<file path="config.mk">
export PLATFORM = sky130hd
export DESIGN_NAME = fepc_core
export DESIGN_NICKNAME = d
export VERILOG_FILES = /design/src/rtl/fepc_core.v /design/src/rtl/fepc_phase_gen.v
export VERILOG_INCLUDE_DIRS = /design/src /design/src/shared
export SDC_FILE = /design/constraint.sdc
export NUM_CORES = 1
export LEC_CHECK = 0
export BUFFER_PORTS_ARGS = -buffer_cell sky130_fd_sc_hd__buf_2
export CAP_MARGIN = 20
export CORE_MARGIN = 4
export CORE_UTILIZATION = 28
export CTS_BUF_LIST = sky130_fd_sc_hd__clkbuf_4 sky130_fd_sc_hd__clkbuf_8
export CTS_CLUSTER_SIZE = 12
export DETAILED_ROUTE_END_ITERATION = 16
export PLACE_DENSITY = 0.56
export SLEW_MARGIN = 15
export SYNTH_ARGS = -nofsm -noshare
export SYNTH_HDL_FRONTEND = slang
export SYNTH_SLANG_ARGS = --single-unit
</file>
<file path="constraint.sdc">
create_clock -name clk -period 3.3 [get_ports clk]
set_input_delay 0.495 -clock clk [delete_from_list [all_inputs] [get_ports clk]]
set_output_delay 0.495 -clock clk [all_outputs]
set_load 0.1 [all_outputs]
</file>
<file path="src/shared/fepc_defs.vh">
// Purpose: constants for the fetch/execute pipeline core
// Assumes: plain Verilog-2005 include
// Notes: phase codes are one-hot positions of the quarter-cycle strobes
`ifndef FEPC_DEFS_VH
`define FEPC_DEFS_VH
`define FEPC_PHASE_W 2
`define FEPC_PH1 2'h0
`define FEPC_PH2 2'h1
`define FEPC_PH3 2'h2
`define FEPC_PH4 2'h3
`define FEPC_PC_W 13
`define FEPC_IW 14
`define FEPC_DW 8
`define FEPC_FA_W 7
`define FEPC_RESET_VEC 13'h0000
`define FEPC_INT_VEC 13'h0004
// special function register file addresses
`define FEPC_FA_PCL 7'h02
`define FEPC_FA_STATUS 7'h03
`define FEPC_FA_PCLATH 7'h0a
// status bit positions
`define FEPC_ST_C 0
`define FEPC_ST_DC 1
`define FEPC_ST_Z 2
// instruction field layout
`define FEPC_OP_HI 13
`define FEPC_OP_LO 8
`define FEPC_DBIT 7
// opcode classes (bits 13:8); jump and literal use the listed prefixes
`define FEPC_OP_NOP 6'h00
`define FEPC_OP_MOVWF 6'h00
`define FEPC_OP_SUBWF 6'h02
`define FEPC_OP_ANDWF 6'h05
`define FEPC_OP_IORWF 6'h04
`define FEPC_OP_XORWF 6'h06
`define FEPC_OP_ADDWF 6'h07
`define FEPC_OP_MOVF 6'h08
`define FEPC_OP_COMF 6'h09
`define FEPC_OP_RRF 6'h0c
`define FEPC_OP_RLF 6'h0d
`define FEPC_OP_MOVLW 6'h30
`define FEPC_OP_ADDLW 6'h3e
`define FEPC_OP_SUBLW 6'h3c
// opcode bits that select a literal operation; the others are don't-care
`define FEPC_LIT_MOV_CARE 6'h3c
`define FEPC_LIT_ARI_CARE 6'h3e
`define FEPC_JUMP_PFX 3'h5
`define FEPC_CYC_NS 200
`define FEPC_CLK_NS 20
`endif

</file>
<file path="src/rtl/fepc_core.v">
// Purpose: two-stage fetch/execute pipeline, ALU and flags of an 8-bit core
// Assumes: program and data memories outside answer combinationally
// Notes: reduced opcode set; jump, MOVLW/ADDLW/SUBLW literal and listed register opcodes handled, others execute as no-op
`timescale 1ns/1ns
`include "fepc_defs.vh"
module fepc_core #(
    parameter PROG_AW = 11
) (
    input wire clk,
    input wire reset_n,
    input wire master_reset_n,
    input wire rc_mode,
    input wire int_request,
    input wire [`FEPC_IW-1:0] prog_rdata,
    input wire [`FEPC_DW-1:0] data_rdata,
    output reg [`FEPC_PC_W-1:0] prog_addr_r,
    output reg prog_rd_r,
    output reg [`FEPC_FA_W-1:0] data_addr_r,
    output reg data_rd_r,
    output reg data_wr_r,
    output reg [`FEPC_DW-1:0] data_wdata_r,
    output reg cycle_rate_output,
    output reg [`FEPC_DW-1:0] acc_operand_r,
    output reg [`FEPC_DW-1:0] status_r,
    output reg int_ack_r
);
    localparam [`FEPC_PC_W-1:0] PC_MASK = (13'h1 << PROG_AW) - 13'h1;
    localparam ST_IDLE = 1'b0;
    localparam ST_RUN = 1'b1;

    ////////////////////////////////////////////////////////////////////////
    // run control: a low master reset empties the pipeline
    wire [3:0] phase;
    reg state_r;
    reg run_r;
    always @(posedge clk or negedge reset_n) begin
        if (!reset_n) begin
            state_r <= ST_IDLE;
            run_r <= 1'b0;
        end else begin
            case (state_r)
                ST_IDLE: begin
                    run_r <= master_reset_n;
                    if (master_reset_n) state_r <= ST_RUN;
                end
                ST_RUN: begin
                    if (!master_reset_n) begin
                        run_r <= 1'b0;
                        state_r <= ST_IDLE;
                    end
                end
                default: state_r <= ST_IDLE;
            endcase
        end
    end

    fepc_phase_gen u_phase (
        .clk(clk),
        .reset_n(reset_n),
        .run(run_r & master_reset_n),
        .phase_r(phase)
    );
    wire ph1 = phase[`FEPC_PH1];
    wire ph2 = phase[`FEPC_PH2];
    wire ph4 = phase[`FEPC_PH4];

    ////////////////////////////////////////////////////////////////////////
    // fetch stage and pipeline registers
    reg [`FEPC_PC_W-1:0] prog_counter_r;
    reg [`FEPC_PC_W-1:0] pc_latch_r;
    reg [`FEPC_IW-1:0] fetch_buf_r;
    reg fetch_ok_r;
    reg [`FEPC_IW-1:0] fetched_word_latch;
    reg exec_ok_r;
    reg flush_r;
    reg [`FEPC_DW-1:0] operand_r;

    wire [5:0] opc = fetched_word_latch[`FEPC_OP_HI:`FEPC_OP_LO];
    wire is_jump = exec_ok_r && (fetched_word_latch[13:11] == `FEPC_JUMP_PFX);
    wire is_lit = exec_ok_r && (fetched_word_latch[13:12] == 2'h3);
    wire dest_f = fetched_word_latch[`FEPC_DBIT];
    wire [`FEPC_FA_W-1:0] faddr = fetched_word_latch[`FEPC_FA_W-1:0];
    wire [`FEPC_DW-1:0] lit = fetched_word_latch[`FEPC_DW-1:0];

    // literal opcodes carry don't-care low bits; compare only the bits that select
    function lit_match;
        input [5:0] op;
        input [5:0] code;
        input [5:0] care;
        begin
            lit_match = ((op ^ code) & care) == 6'h00;
        end
    endfunction

    // register opcodes of the reduced set; anything else must behave as a no-op
    function reg_op_ok;
        input [5:0] op;
        begin
            case (op)
                `FEPC_OP_MOVWF, `FEPC_OP_SUBWF, `FEPC_OP_ANDWF, `FEPC_OP_IORWF,
                `FEPC_OP_XORWF, `FEPC_OP_ADDWF, `FEPC_OP_MOVF, `FEPC_OP_COMF,
                `FEPC_OP_RRF, `FEPC_OP_RLF: reg_op_ok = 1'b1;
                default: reg_op_ok = 1'b0;
            endcase
        end
    endfunction

    wire lit_mov = is_lit && lit_match(opc, `FEPC_OP_MOVLW, `FEPC_LIT_MOV_CARE);
    wire lit_add = is_lit && lit_match(opc, `FEPC_OP_ADDLW, `FEPC_LIT_ARI_CARE);
    wire lit_sub = is_lit && lit_match(opc, `FEPC_OP_SUBLW, `FEPC_LIT_ARI_CARE);
    wire lit_ok = lit_mov || lit_add || lit_sub;
    wire reg_ok = exec_ok_r && !is_lit && !is_jump && reg_op_ok(opc);

    // file read mux: PCL and STATUS answer internally, the rest come from memory
    function [`FEPC_DW-1:0] file_rd;
        input [`FEPC_FA_W-1:0] a;
        input [`FEPC_PC_W-1:0] pc;
        input [`FEPC_DW-1:0] st;
        input [`FEPC_DW-1:0] mem;
        begin
            if (a == `FEPC_FA_PCL) file_rd = pc[`FEPC_DW-1:0];
            else if (a == `FEPC_FA_STATUS) file_rd = st;
            else file_rd = mem;
        end
    endfunction

    ////////////////////////////////////////////////////////////////////////
    // ALU
    reg [`FEPC_DW-1:0] alu_y;
    reg alu_c, alu_dc, alu_c_upd, alu_z_upd, alu_wr, alu_mov;
    reg [`FEPC_DW-1:0] opa;
    reg [`FEPC_DW:0] sum;
    reg [4:0] nsum;
    always @* begin
        opa = is_lit ? lit : operand_r;
        sum = {1'b0, opa} + {1'b0, acc_operand_r};
        nsum = {1'b0, opa[3:0]} + {1'b0, acc_operand_r[3:0]};
        alu_y = opa;
        alu_c = status_r[`FEPC_ST_C];
        alu_dc = status_r[`FEPC_ST_DC];
        alu_c_upd = 1'b0;
        alu_z_upd = 1'b0;
        alu_wr = 1'b0;
        alu_mov = 1'b0;
        if (lit_add || (exec_ok_r && !is_lit && opc == `FEPC_OP_ADDWF)) begin
            alu_y = sum[`FEPC_DW-1:0];
            alu_c = sum[`FEPC_DW];
            alu_dc = nsum[4];
            alu_c_upd = 1'b1;
            alu_z_upd = 1'b1;
        end else if (lit_sub || (exec_ok_r && !is_lit && opc == `FEPC_OP_SUBWF)) begin
            sum = {1'b0, opa} + {1'b0, ~acc_operand_r} + 9'h001;
            nsum = {1'b0, opa[3:0]} + {1'b0, ~acc_operand_r[3:0]} + 5'h01;
            alu_y = sum[`FEPC_DW-1:0];
            alu_c = sum[`FEPC_DW];
            alu_dc = nsum[4];
            alu_c_upd = 1'b1;
            alu_z_upd = 1'b1;
        end else if (exec_ok_r && !is_lit) begin
            alu_z_upd = 1'b1;
            case (opc)
                `FEPC_OP_ANDWF: alu_y = opa & acc_operand_r;
                `FEPC_OP_IORWF: alu_y = opa | acc_operand_r;
                `FEPC_OP_XORWF: alu_y = opa ^ acc_operand_r;
                `FEPC_OP_MOVF: alu_y = opa;
                `FEPC_OP_COMF: alu_y = ~opa;
                `FEPC_OP_RRF: begin
                    alu_y = {status_r[`FEPC_ST_C], opa[7:1]};
                    alu_c = opa[0];
                    alu_c_upd = 1'b1;
                    alu_z_upd = 1'b0;
                end
                `FEPC_OP_RLF: begin
                    alu_y = {opa[6:0], status_r[`FEPC_ST_C]};
                    alu_c = opa[7];
                    alu_c_upd = 1'b1;
                    alu_z_upd = 1'b0;
                end
                `FEPC_OP_MOVWF: begin
                    alu_y = acc_operand_r;
                    alu_z_upd = 1'b0;
                    alu_mov = dest_f;
                end
                default: alu_z_upd = 1'b0;
            endcase
        end
        alu_wr = reg_ok && (dest_f || alu_mov) && (opc != `FEPC_OP_NOP || alu_mov);
    end
    // a write to the counter's low byte is a branch, so it must not race the vector
    wire pcl_wr = alu_wr && (faddr == `FEPC_FA_PCL);

    ////////////////////////////////////////////////////////////////////////
    // sequencing
    always @(posedge clk or negedge reset_n) begin
        if (!reset_n) begin
            prog_counter_r <= `FEPC_RESET_VEC;
            pc_latch_r <= `FEPC_RESET_VEC;
            prog_addr_r <= `FEPC_RESET_VEC;
            prog_rd_r <= 1'b0;
            fetch_buf_r <= 14'h0000;
            fetch_ok_r <= 1'b0;
            fetched_word_latch <= 14'h0000;
            exec_ok_r <= 1'b0;
            flush_r <= 1'b0;
            operand_r <= 8'h00;
            data_addr_r <= 7'h00;
            data_rd_r <= 1'b0;
            data_wr_r <= 1'b0;
            data_wdata_r <= 8'h00;
            acc_operand_r <= 8'h00;
            status_r <= 8'h00;
            cycle_rate_output <= 1'b0;
            int_ack_r <= 1'b0;
        end else if (!run_r || !master_reset_n) begin
            prog_counter_r <= `FEPC_RESET_VEC;
            prog_addr_r <= `FEPC_RESET_VEC;
            fetch_ok_r <= 1'b0;
            exec_ok_r <= 1'b0;
            flush_r <= 1'b0;
            prog_rd_r <= 1'b0;
            data_rd_r <= 1'b0;
            data_wr_r <= 1'b0;
            cycle_rate_output <= 1'b0;
            int_ack_r <= 1'b0;
        end else begin
            data_rd_r <= 1'b0;
            data_wr_r <= 1'b0;
            int_ack_r <= 1'b0;
            prog_rd_r <= 1'b0;
            // in rc mode high for phase_three and phase_four, low otherwise
            cycle_rate_output <= rc_mode & (ph2 | phase[`FEPC_PH3]);
            if (ph1) begin
                fetched_word_latch <= fetch_buf_r;
                exec_ok_r <= fetch_ok_r && !flush_r;
                flush_r <= 1'b0;
                prog_addr_r <= prog_counter_r & PC_MASK;
                pc_latch_r <= prog_counter_r;
                prog_counter_r <= (prog_counter_r + 13'h0001) & PC_MASK;
            end
            if (ph2) begin
                data_addr_r <= faddr;
                data_rd_r <= exec_ok_r && !is_lit && !is_jump;
            end
            if (phase[`FEPC_PH3] && data_rd_r)
                operand_r <= file_rd(data_addr_r, pc_latch_r, status_r, data_rdata);
            if (ph4) begin
                prog_rd_r <= 1'b1;
                fetch_buf_r <= prog_rdata;
                fetch_ok_r <= 1'b1;
                if (exec_ok_r) begin
                    if (alu_z_upd) status_r[`FEPC_ST_Z] <= (alu_y == 8'h00);
                    if (alu_c_upd) begin
                        status_r[`FEPC_ST_C] <= alu_c;
                        status_r[`FEPC_ST_DC] <= alu_dc;
                    end
                    if (alu_wr) begin
                        data_wr_r <= 1'b1;
                        data_wdata_r <= alu_y;
                        if (faddr == `FEPC_FA_STATUS) status_r <= alu_y;
                        if (faddr == `FEPC_FA_PCL) begin
                            prog_counter_r <= {pc_latch_r[12:8], alu_y} & PC_MASK;
                            flush_r <= 1'b1;
                        end
                    end else if (lit_ok || (reg_ok && opc != `FEPC_OP_NOP)) begin
                        acc_operand_r <= alu_y;
                    end
                    if (is_jump) begin
                        prog_counter_r <= {pc_latch_r[12:11], fetched_word_latch[10:0]} &
                            PC_MASK;
                        flush_r <= 1'b1;
                    end
                end
                if (int_request && !flush_r && !is_jump && !pcl_wr) begin
                    prog_counter_r <= `FEPC_INT_VEC;
                    flush_r <= 1'b1;
                    int_ack_r <= 1'b1;
                end
            end
        end
    end
endmodule // fepc_core

</file>
<file path="src/rtl/fepc_phase_gen.v">
// Purpose: divide-by-four phase strobe generator
// Assumes: one clock, async active-low reset
// Notes: idle while run is low so the first strobe after release is phase_one
`timescale 1ns/1ns
`include "fepc_defs.vh"
module fepc_phase_gen (
    input wire clk,
    input wire reset_n,
    input wire run,
    output reg [3:0] phase_r
);
    reg [`FEPC_PHASE_W-1:0] cnt_r;
    always @(posedge clk or negedge reset_n) begin
        if (!reset_n) begin
            cnt_r <= `FEPC_PH1;
            phase_r <= 4'h0;
        end else if (!run) begin
            cnt_r <= `FEPC_PH1;
            phase_r <= 4'h0;
        end else begin
            phase_r <= 4'h1 << cnt_r;
            cnt_r <= cnt_r + 2'h1;
        end
    end
endmodule // fepc_phase_gen

</file>
Word level (Yosys, flattened, before mapping). Memories as Yosys holds them, arrays and structs flattened. Index checks and enable logic that the tools add are counted.

Register bits: 120. Memory bits (read-only): 16. Input port bits: 27. Output and inout bits: 49. Memories kept: 1.

Add/sub/neg operators: 8. Equal/unequal tests: 16. Shift operators: 1. Multiplexer cells: 69. Bitwise gates (word level): 15. Reduce and logical (&&, ||, !) cells: 52.

Memories: (no name shown) (words 16, width 1, rd ports 1, clocked after memory_dff 0, wr ports 0, line fepc_core.v:99) `case (op)`.

Operator list (count): two-way mux 13 bit (10); case mux 8 bit (7 select lines) (1); two-way mux 8 bit (6); two-way mux 1 bit (45); == test 7 x 2 -> 1 bit, second input constant (4); == test 6 x 3 -> 1 bit, second input constant (4); == test 6 x 4 -> 1 bit, second input constant (4); logical NOT 6 bit (4); logical AND 1 bit (19); adder 8 x 8 -> 9 bit (2); NOT 8 bit (2); adder 11 x 1 -> 11 bit, second input constant (1); adder 4 x 4 -> 5 bit (2); AND reduction 5 bit (2); adder 9 x 1 -> 9 bit, second input constant (1); bitwise AND 8 bit (1); logical NOT 8 bit (1); logical OR 1 bit (8); NOT 4 bit (2); bitwise OR 8 bit (1); AND reduction 2 bit (4); XOR 8 bit (1); == test 6 x 2 -> 1 bit, second input constant (1); logical NOT 1 bit (6); other kinds (22) (29).

Longest topological paths before layout. Gate-level depths: netlist (run 1).

Depth in word-level cells: 17. Gate-level depth with buffers: 16.

Hierarchy. A second synthesis (run 1) with hierarchy kept.

Cells, all modules: 703. Area total of the unflattened synthesis: 6829.0 um^2.

Modules (own cells, without submodules): fepc_core (times used 1, cells each 685, area each 6581.3 um^2, seq. area each 2752.6 um^2); fepc_phase_gen (times used 1, cells each 18, area each 247.7 um^2, seq. area each 150.1 um^2).

Worst setup path before layout (run 1). OpenSTA, ideal clock, no wires.

Path type: flip-flop to flip-flop. Start point: register acc_operand_r[2]. End point: register status_r[2]. Library setup time: 80 ps. Data arrival time: 3476 ps. Required time: 3220 ps. Path slack: -256 ps. Stages on the path, launching flop included: 11. Path buffers: 0. Cell sequence: dfrtp_1 inv_1 ha_1 inv_1 a311oi_1 a221oi_1 nor2b_1 a211oi_1 or4_1 or4_1 o211ai_2.

Longest elaborated chain between the ends: 9. Elaborated cells between the ends (all ways): 15.

RTL lines: start, declared (line fepc_core.v:23) `` output reg [`FEPC_DW-1:0] acc_operand_r, ``; start signal, assigned (line fepc_core.v:265) `acc_operand_r <= alu_y;`; NOT 8 bit (tied with other cells) (line fepc_core.v:152) `sum = {1'b0, opa} + {1'b0, ~acc_operand_r} + 9'h001;`; adder 8 x 8 -> 9 bit or case mux 8 bit (7 select lines) (tied branches) (line fepc_core.v:152, fepc_core.v:161); adder 9 x 1 -> 9 bit or two-way mux 8 bit (tied branches) (line fepc_core.v:152, fepc_core.v:159); two-way mux 8 bit (line fepc_core.v:151) `` end else if (lit_sub || (exec_ok_r && !is_lit && opc == `FEPC_OP_SUBWF)) begin ``; two-way mux 8 bit (*) (line fepc_core.v:145) `` if (lit_add || (exec_ok_r && !is_lit && opc == `FEPC_OP_ADDWF)) begin ``; logical NOT 8 bit (line fepc_core.v:251) `` if (alu_z_upd) status_r[`FEPC_ST_Z] <= (alu_y == 8'h00); ``; two-way mux 1 bit (line fepc_core.v:251); two-way mux 3 bit (line fepc_core.v:259) `` if (faddr == `FEPC_FA_STATUS) status_r <= alu_y; ``; two-way mux 3 bit (*) (line fepc_core.v:256) `if (alu_wr) begin`; end signal, assigned by index (line fepc_core.v:251); end signal, assigned by index (line fepc_core.v:253) `` status_r[`FEPC_ST_C] <= alu_c; ``; end signal, assigned (line fepc_core.v:259); end, declared (line fepc_core.v:24) `` output reg [`FEPC_DW-1:0] status_r, ``.

Mark *: on every way between the ends. The rest lies on a longest branch, timed or not. A chain may end at the register's enable or synchronous reset.

Final worst setup path (run 1).
Start point: register fetched_word_latch[12]. End point: register status_r[2].

Longest elaborated chain between the ends: 12. Elaborated cells between the ends (all ways): 61.

RTL lines: start, declared (line fepc_core.v:73) `` reg [`FEPC_IW-1:0] fetched_word_latch; ``; start signal, assigned (line fepc_core.v:233) `fetched_word_latch <= fetch_buf_r;`; branches (longest 11 deep; another with adder 8 x 8 -> 9 bit); two-way mux 3 bit (*) (line fepc_core.v:256).

Mark *: on every way between the ends.

==> run summary, run 1 <==
# setup viols final - 0
Worst Tran Pin Value - 719.4 ps
Critical Path Start - fetched_word_latch[12]$_DFFE_PN0P_
Die H - 163.2 µm
Worst EP required - 3660 ps
Hold Slack - 107.1 ps
Kind of critical path - register to register
Port Buffer Count - 73
Pre-CTS WS - -122.8 ps
Fillers - 2,436
Routed vias - 5,919
VDD IR max - 204.3 µV
Final min period - 3288 ps
Buf/Inv on CP - 0
Clk Latency, worst-skew pair - 440 ps
Starting density of the core - 28.56%
Post-Route WL - 22,480 µm
Full die area - 26,630 µm²
Core region area - 23,610 µm²
Slowest stage cell, crit path - or4_1
Synth async-reset ratio - 100.0%
Cells along the critical path - nand3_4 > mux2_4 > ha_4 > o21ba_4 > o22ai_4 > or3_4 > a21oi_4 > a2111oi_2 > or4_1 > or4_4 > o211ai_2
# rows - 56
Area delta synth->final - 29.04%
Gr usage total - 16.75%
Dpl hpwl - 17,150 µm
Syn_area_per_cell - 9.802 µm²
Io pins - 76
Post-Syn Instances - 688
Flops & latches, synth - 116
Skew final - 19.48 ps
Setup WS post-layout - 11.92 ps
Hold Buf Count CTS - 0
Clock transition at the registers of the reported paths - 80 ps
PD cells - 330.9 nW/µm²
Crit-path max cell delay - 550 ps
GR Overflow Total - 0
Pre-antenna DRT Iters - 5
Leak - 4.085 nW
Nets@finish - 889
CP endpoint kind - register
Final Wtd Congestion - 0.9215
Top FF cell, synth - dfrtp_1
Clock root cell - clkbuf_8
Vias in the first global route - 5,864
ANT nets after route - 0
Total CTS buffers - 17
Ys Warns - 0
Worst rel slew slack - 51.89%
Sequential area share after synthesis - 43.04%
Die Wd - 163.2 µm
Fin. Hold Viols - 0
Run status - completed
Post-Syn Area - 6744 µm²
CTS tree - yes
Vias per Instance - 5.089
Max Cap Viol - 0
Crit-path leading delay family - simple AND/OR/NAND/NOR gates
Worst r2r src - fetched_word_latch[12]$_DFFE_PN0P_
CP Max Fanout - 6
Diode count - 0
Period utilization - 99.64%
Clock Path Buffers - 2
CTS sink count - 116
Number of synthesized flops with an enable pin - 0
Max Freq - 304.1 MHz
Post-DR wirelength/cell - 19.33 µm
Number of H-tree levels - 4
Largest net degree at the start of global routing - 56
Hold Path Class - input pin to asynchronous set/reset pin
Startpoint types - register
RSZ-0062 raised after global routing - yes
Netlist cell types - 72
Max Slew Vio Count - 0
1st-iter DRT viols - 396
Arrival time worst endpoint - 3650 ps
Layout cell share with drive strength beyond 1 - 36.61%
First-pass GRT wire length - 34,370 µm
Residual DRC - 0
Antenna violations before repair - 0
-- sequential cells by signal, summed over array words and instances (netlist names), 11 cells and up --
register / count
fetch_buf_r: 14
fetched_word_latch: 14
prog_counter_r: 11
prog_addr_r: 11
pc_latch_r: 11
-- synth_stat cells (7+ instances only) --
cell	number	share of area [%]
nor4_1	8	0.74
nand3_1	21	1.6
o2111ai_1	7	0.91
nor3_1	7	0.52
dfrtp_1	116	43
a211oi_1	9	1.0
o21ai_0	30	2.2
nand3b_1	9	1.0
ha_1	29	5.4
o221ai_1	11	1.4
and3_1	10	0.93
a21oi_1	30	2.2
o22ai_1	17	1.6
mux2i_1	20	3.0
nand2_1	85	4.7
nor2_1	60	3.3
xnor2_1	8	1.0
clkbuf_1	21	1.2
mux2_2	54	9.0
inv_1	27	1.5
-- cell usage in the layout, fill, tap and decap left out, types with 9 or more instances in the layout --
cell,instances
inv_1,24
nand3_1,19
mux2_2,52
o221ai_1,11
mux2i_1,19
nor2_1,60
buf_4,79
nand3b_1,9
nand2_1,83
o21ai_0,27
and3_1,10
ha_1,21
dfrtp_1,111
a21oi_1,28
clkbuf_8,21
o22ai_1,16
buf_2,72
-- worst paths after layout --
check                      cells past startpoint                           end  slack, ps
max                                           11       status_r[2]$_DFFE_PN0P_         10
min in group clk                               3    fetch_buf_r[4]$_DFFE_PN0P_        260
min reg2reg                                    1             run_r$_DFFE_PN0P_        430
max in group asynchronous                      2  acc_operand_r[4]$_DFFE_PN0P_       2460
min                                            1   prog_counter_r[8]$_DFF_PN0_        110
max reg2reg                                   11       status_r[2]$_DFFE_PN0P_         10
-- area by class of cell --
type | count | area [µm²] | area share (%)
clock inverters | 9 | 101.3 | 1.165
repair buffers | 154 | 1005 | 11.55
flip-flops and latches | 116 | 2909 | 33.43
well taps | 319 | 399.1 | 4.587
inverters | 32 | 125.1 | 1.438
multi-input cells | 510 | 3859 | 44.34
clock buffers | 23 | 304.0 | 3.494
-- routing by layer --
metal / vias to the layer above / GRT usage (%) / part of all wire [%]
met3: 45 / 3.179 / 4.3
met5: - / 0 / 0
met1: 2906 / 21.98 / 44
met4: 0 / 6.939 / 3.8
li1: 2773 / - / -
met2: 195 / 27.19 / 48
-- through the flow --
stage               power [mW]  cells  util (%)  TNS (ps)  cell area, µm²
floorplan                1.500    689         -         0            6795
global placement         1.561   1126     33.91    -76.04            8006
detailed placement       1.561   1126     33.91    -122.8            8006
CTS                      2.924   1160     35.92         0            8482
global route             2.991   1163     36.85    -75.84            8702
finish                   2.880   1163     36.85         0            8702
-- cell families after synthesis --
kind of cell,Yosys count,share of synthesized area [%]
other,1,0.05561
and+or+nand+nor,244,17.90
muxes,77,12.65
AOI/OAI and AO/OA,142,14.53
adders and majority gates,31,5.974
buffers and inverters,63,4.026
xor gates and xnor gates,14,1.818
DFF,116,43.04
-- worst register-to-register path, cell delays in order, from the launching register on --
cell       delay [ps]
dfrtp_1           410
nand3_4           170
mux2_4            370
ha_4              280
o21ba_4           180
o22ai_4            90
or3_4             400
a21oi_4           140
a2111oi_2          60
or4_1             550
or4_4             430
o211ai_2          160
-- power by group --
part / internal, mW / switching (mW)
combinational: 0.0300 / 0.0665
sequential: 1.43 / 0.00697
clock: 0.763 / 0.586
-- what timing repair did --
item | in CTS | in global routing
setup buffers | 2 | 3
pin swaps | 2 | 8
endpoints found under the setup margin | 2 | 7
resized for setup | 10 | 40
cloned | 0 | 0
endpoints found under the hold margin | 0 | 0
Power figures use the tool's default switching activity.
==> inputs of run 2 (changes only) <==
--- a/config.mk
+++ b/config.mk
@@ -14,6 +14,7 @@
 export CTS_CLUSTER_SIZE = 12
 export DETAILED_ROUTE_END_ITERATION = 16
 export PLACE_DENSITY = 0.56
+export RECOVER_POWER = 25
 export SLEW_MARGIN = 15
 export SYNTH_ARGS = -nofsm -noshare
 export SYNTH_HDL_FRONTEND = slang
==> run summary, run 2 (synthesis results as in run 1) <==
Met1 Wirelength - 9765 µm (-1.8%)
WP depth - 11 (unchanged)
Max Slew Vio Count - 0 (unchanged)
VDD IR max - 206.5 µV (+1.1%)
Antenna violations before repair - 0 (unchanged)
Arrival time worst endpoint - 3660 ps (about the same)
Layout cell share with drive strength beyond 1 - 36.49% (-0.12 points)
Switching Fraction - 22.96% (+0.052 points)
# setup viols final - 0 (unchanged)
Io pins - 76 (unchanged)
Total CTS buffers - 17 (unchanged)
Reg power frac - 49.8% (about the same)
Power share of the combinational group - 3.2% (-0.2 points)
Clock root cell - clkbuf_8
Met3 Wirelength - 1122 µm (+15%)
CP Max Fanout - 6 (unchanged)
Vias in the first global route - 5,864 (unchanged)
Port Buffer Count - 73 (unchanged)
Vias per Instance - 5.075 (-0.29%)
# rows - 56 (unchanged)
Crit-path max cell delay - 550 ps (about the same)
Net Switching - 0.6608 mW (+0.18%)
Clock Path Buffers - 2 (unchanged)
Worst rel slew slack - 9.610% (-42 points)
Kind of critical path - register to register
Routed vias - 5,902 (-0.29%)
Cells along the critical path - nand3_4 > mux2_4 > ha_4 > o21ba_4 > o22ai_4 > or3_4 > a21oi_4 > a2111oi_2 > or4_1 > or4_4 > o211ai_2
Starting density of the core - 28.56% (unchanged)
Number of H-tree levels - 4 (unchanged)
Total power - 2.878 mW (about the same)
Clock transition at the registers of the reported paths - 80 ps (about the same)
Leak - 4.076 nW (-0.21%)
Multi-input gate area - 3859 µm² (unchanged)
ANT nets after route - 0 (unchanged)
Max Used Layer - met4
Pre-antenna DRT Iters - 5 (unchanged)
Clk Latency, worst-skew pair - 440 ps (about the same)
PD cells - 331.5 nW/µm² (+0.17%)
CTS tree - yes
Commonest non-fill, non-tap cell in the layout - dfrtp_1
Setup TNS - 0 ps (unchanged)
Clock power frac - 46.9% (about the same)
Post-Route WL - 22,450 µm (-0.12%)
FF/Latch Area - 2909 µm² (unchanged)
Crit-path leading delay family - simple AND/OR/NAND/NOR gates
Hold Buf Count CTS - 0 (unchanged)
WL met2 - 10,740 µm (+0.36%)
Max Cap Viol - 0 (unchanged)
CTS sink count - 116 (unchanged)
Residual DRC - 0 (unchanged)
Nets@finish - 889 (unchanged)
Core region area - 23,610 µm² (unchanged)
Final Wtd Congestion - 0.9215 (unchanged)
GR Overflow Total - 0 (unchanged)
RSZ-0062 raised after global routing - yes
Fin. Hold Viols - 0 (unchanged)
Fillers - 2,438 (+0.082%)
Dpl hpwl - 17,150 µm (unchanged)
First-pass GRT wire length - 34,370 µm (unchanged)
Run status - completed
Period utilization - 99.75% (+0.11 points)
Skew final - 18.92 ps (-0.5657 ps)
Cells on worst reg2reg path - 11 (unchanged)
CP endpoint kind - register
Worst EP required - 3670 ps (about the same)
Die Wd - 163.2 µm (unchanged)
Diode count - 0 (unchanged)
1st-iter DRT viols - 391 (-1.3%)
Area delta synth->final - 28.76%
Gr usage total - 16.75% (unchanged)
Largest net degree at the start of global routing - 56 (unchanged)
Buf/Inv on CP - 0 (unchanged)
Hold path cells - 3
Startpoint types - register
Worst Tran Pin Value - 1356 ps (+636.4 ps)
Post-DR wirelength/cell - 19.30 µm (-0.12%)
Max Freq - 303.8 MHz (-0.11%)
Slowest stage cell, crit path - or4_1
Final min period - 3292 ps (+3.756 ps)
Top flop regs - fetch_buf_r (14), fetched_word_latch (14)
Hold Path Class - input pin to register
Full die area - 26,630 µm² (unchanged)
Most frequent cells in the layout - dfrtp_1, nand2_1, buf_4
Die H - 163.2 µm (unchanged)
P_int - 2.217 mW (-0.12%)
==> run 2: per-layer routing <==
metal  vias up  track usage [%]
li1       2777                -
met1      2886            21.98
met2       196            27.19
met3        43            3.179
met4         0            6.939
met5         -                0
==> run 2: layout make-up <==
type | count | share of cell area, %
Multi-Input combinational cell | 510 | 44.44
Sequential cell | 116 | 33.50
Timing Repair Buffer | 154 | 11.35
Tap cell | 319 | 4.597
Clock buffer | 23 | 3.501
Inverter | 32 | 1.441
Clock inverter | 9 | 1.167
==> run 2: repair_timing <==
item / in CTS / in global routing
resized for setup: 10 / 40
setup endpoints to repair: 2 / 7
pin swaps: 2 / 8
buffers inserted: 2 / 3
==> run 2: power by group through the flow <==
stage	clock, mW	sequential [mW]	combinational, mW
3_3_place_gp	0	1.46	0.100
2_1_floorplan	0	1.46	0.0420
6_report	1.35	1.43	0.0934
5_1_grt	1.45	1.43	0.106
3_5_place_dp	0	1.46	0.100
4_1_cts	1.39	1.43	0.100
==> run 2: worst paths after layout <==
kind,slack [ps],to,start
max in group asynchronous,1080,acc_operand_r[0]$_DFFE_PN0P_,reset_n
hold / removal,250,fetch_buf_r[4]$_DFFE_PN0P_,prog_rdata[4]
min in group asynchronous,340,prog_counter_r[8]$_DFF_PN0_,reset_n
setup reg to reg,8,status_r[2]$_DFFE_PN0P_,fetched_word_latch[12]$_DFFE_PN0P_
hold reg to reg,430,run_r$_DFFE_PN0P_,state_r$_DFF_PN0_
setup / recovery,8,status_r[2]$_DFFE_PN0P_,fetched_word_latch[12]$_DFFE_PN0P_
==> run 2: worst min-delay path, cell delays in order <==
cell and delay, ps:
buf_2 70, nand2_1 40, nand2_1 50
==> run 2: stage by stage <==
| stage | area, µm² | worst slack [ps] | std cells | hold slack, ps | utilization (%) |
|---|---|---|---|---|---|
| finish | 8683 | 8.163 | 1163 | 254.8 | 36.77 |
| global route | 8683 | -75.84 | 1163 | 243.0 | 36.77 |
| floorplan | 6795 | 0.7372 | 689 | 199.4 | - |
| global placement | 8006 | -76.04 | 1126 | 407.6 | 33.91 |
| CTS | 8482 | 5.588 | 1160 | 114.1 | 35.92 |
| detailed placement | 8006 | -122.8 | 1126 | 429.3 | 33.91 |
==> inputs of run 3 (changes only) <==
--- a/config.mk
+++ b/config.mk
@@ -14,7 +14,7 @@
 export CTS_CLUSTER_SIZE = 12
 export DETAILED_ROUTE_END_ITERATION = 16
 export PLACE_DENSITY = 0.56
-export RECOVER_POWER = 25
+export RECOVER_POWER = 100
 export SLEW_MARGIN = 15
 export SYNTH_ARGS = -nofsm -noshare
 export SYNTH_HDL_FRONTEND = slang
==> run summary, run 3 (synthesis results as in run 1) <==
Final min period - 3277 ps (-15.31 ps)
Setup WS post-layout - 23.47 ps (+15.31 ps)
Dpl hpwl - 17,150 µm (unchanged)
Layout cell share with drive strength beyond 1 - 30.33% (-6.2 points)
Run status - completed
P_int - 2.216 mW (about the same)
Most frequent cells in the layout - dfrtp_1, nand2_1, buf_4
Worst rel slew slack - 10.71% (+1.1 points)
Skew final - 16.94 ps (-1.981 ps)
R2r endpoint - status_r[2]$_DFFE_PN0P_
Pre-CTS WS - -122.8 ps (unchanged)
Kind of critical path - register to register
CP endpoint kind - register
Critical Path Start - fetched_word_latch[12]$_DFFE_PN0P_
Worst r2r src - fetched_word_latch[12]$_DFFE_PN0P_
Clock power frac - 46.9% (about the same)
CTS tree - yes
# rows - 56 (unchanged)
Number of H-tree levels - 4 (unchanged)
Total CTS buffers - 17 (unchanged)
Diode count - 0 (unchanged)
Met1 Use GR - 21.98% (unchanged)
Worst Tran Pin Value - 1339 ps (-16.47 ps)
RSZ-0062 raised after global routing - yes
Clock transition at the registers of the reported paths - 80 ps (about the same)
Arrival time worst endpoint - 3640 ps (-20 ps)
Reg power frac - 49.9% (about the same)
PD cells - 334.6 nW/µm² (+0.93%)
Pre-antenna DRT Iters - 5 (unchanged)
Worst EP required - 3670 ps (about the same)
Antenna violations before repair - 0 (unchanged)
Max Slew Vio Count - 0 (unchanged)
ANT nets after route - 0 (unchanged)
Post-Route WL - 22,470 µm (about the same)
Hold Buf Count CTS - 0 (unchanged)
GR Overflow Total - 0 (unchanged)
Startpoint types - register
Gr usage total - 16.75% (unchanged)
Period utilization - 99.29% (-0.46 points)
Clock Path Buffers - 2 (unchanged)
Crit path to - status_r[2]$_DFFE_PN0P_
Commonest non-fill, non-tap cell in the layout - dfrtp_1
Net Switching - 0.6587 mW (-0.32%)
Vias in the first global route - 5,864 (unchanged)
Port Buffer Count - 73 (unchanged)
Post-DR wirelength/cell - 19.32 µm (about the same)
Vias per Instance - 5.066 (-0.17%)
Switching Fraction - 22.91% (-0.047 points)
Fin. Hold Viols - 0 (unchanged)
Full die area - 26,630 µm² (unchanged)
Die H - 163.2 µm (unchanged)
Routed vias - 5,892 (-0.17%)
Reg2reg setup slack - 20 ps (+20 ps)
Fillers - 2,462 (+0.98%)
CP Max Fanout - 6 (unchanged)
Io pins - 76 (unchanged)
Clk Latency, worst-skew pair - 440 ps (about the same)
1st-iter DRT viols - 441 (+13%)
Final Wtd Congestion - 0.9215 (unchanged)
Starting density of the core - 28.56% (unchanged)
Hold Slack - 258.4 ps (+3.552 ps)
First-pass GRT wire length - 34,370 µm (unchanged)
Power share of the combinational group - 3.2% (about the same)
Cells on worst reg2reg path - 11 (unchanged)
Area delta synth->final - 27.42%
Clock root cell - clkbuf_8
Max Freq - 305.2 MHz (+0.47%)
VDD IR max - 207.7 µV (+0.59%)
Residual DRC - 0 (unchanged)
Core region area - 23,610 µm² (unchanged)
Nets@finish - 889 (unchanged)
Grt met3 use - 3.179% (unchanged)
Top Usage Layer GRT - met2
Max Cap Viol - 0 (unchanged)
Largest net degree at the start of global routing - 56 (unchanged)
Hold Path Class - input pin to register
# setup viols final - 0 (unchanged)
Met2 global-route usage - 27.19% (unchanged)
Leak - 3.849 nW (-5.6%)
Top flop regs - fetch_buf_r (14), fetched_word_latch (14)
Die Wd - 163.2 µm (unchanged)
CTS sink count - 116 (unchanged)
-- run 3: changes by cell type in the layout (fill, tap and decap cells not counted), sizes merged --
cell and delta:
buf -52, clkbuf +52
-- run 3: worst min path at each step --
stage / endpoint / startpoint / cells past startpoint
floorplan: acc_operand_r[0]$_DFFE_PN0P_ / reset_n / 0
global placement: run_r$_DFFE_PN0P_ / state_r$_DFF_PN0_ / 1
detailed placement: run_r$_DFFE_PN0P_ / state_r$_DFF_PN0_ / 1
CTS: prog_counter_r[8]$_DFF_PN0_ / reset_n / 1
global route: fetch_buf_r[1]$_DFFE_PN0P_ / prog_rdata[1] / 3
finish: fetch_buf_r[4]$_DFFE_PN0P_ / prog_rdata[4] / 3
-- run 3: final cells by class --
| class | instances | area, µm² | area share, % |
|---|---|---|---|
| inverters | 32 | 125.1 | 1.456 |
| multi-input cells | 510 | 3859 | 44.90 |
| flip-flops and latches | 116 | 2909 | 33.85 |
| clock inverters | 9 | 101.3 | 1.179 |
| well taps | 319 | 399.1 | 4.645 |
| clock buffers | 23 | 304.0 | 3.538 |
| repair buffers | 154 | 895.9 | 10.43 |
-- run 3: power groups by stage --
stage               sequential [mW]  combinational (mW)  clock [mW]
global placement               1.46               0.100           0
detailed placement             1.46               0.100           0
floorplan                      1.46              0.0420           0
CTS                            1.43               0.100        1.39
global route                   1.43               0.105        1.45
finish                         1.43              0.0919        1.35
-- run 3: repair_timing --
action / CTS / global route
buffers inserted: 2 / 3
resized for setup: 10 / 40
cloned: 0 / 0
pin swaps: 2 / 8
endpoints found under the setup margin: 2 / 7
-- run 3: routing by layer --
layer | vias up | share of wire [%]
li1 | 2775 | -
met1 | 2900 | 43
met2 | 175 | 48
met3 | 42 | 4.8
met4 | 0 | 3.6
met5 | - | 0
-- run 3: critical path, cell delays in order, from the launching register on --
cell       delay [ps]
dfrtp_1           410
nand3_4           170
mux2_4            360
ha_4              280
o21ba_4           180
o22ai_4            80
or3_4             400
a21oi_4           140
a2111oi_2          60
or4_1             550
or4_4             430
o211ai_2          160
-- run 3: per-stage QoR --
stage	TNS, ps	power [mW]	util [%]	std cells	area, µm²
after global placement	-76.04	1.561	33.91	1126	8006
after global routing	-75.84	2.987	36.39	1163	8593
after floorplan	0	1.500	-	689	6795
after CTS	0	2.924	35.92	1160	8482
final	0	2.875	36.39	1163	8593
after detailed placement	-122.8	1.561	33.91	1126	8006
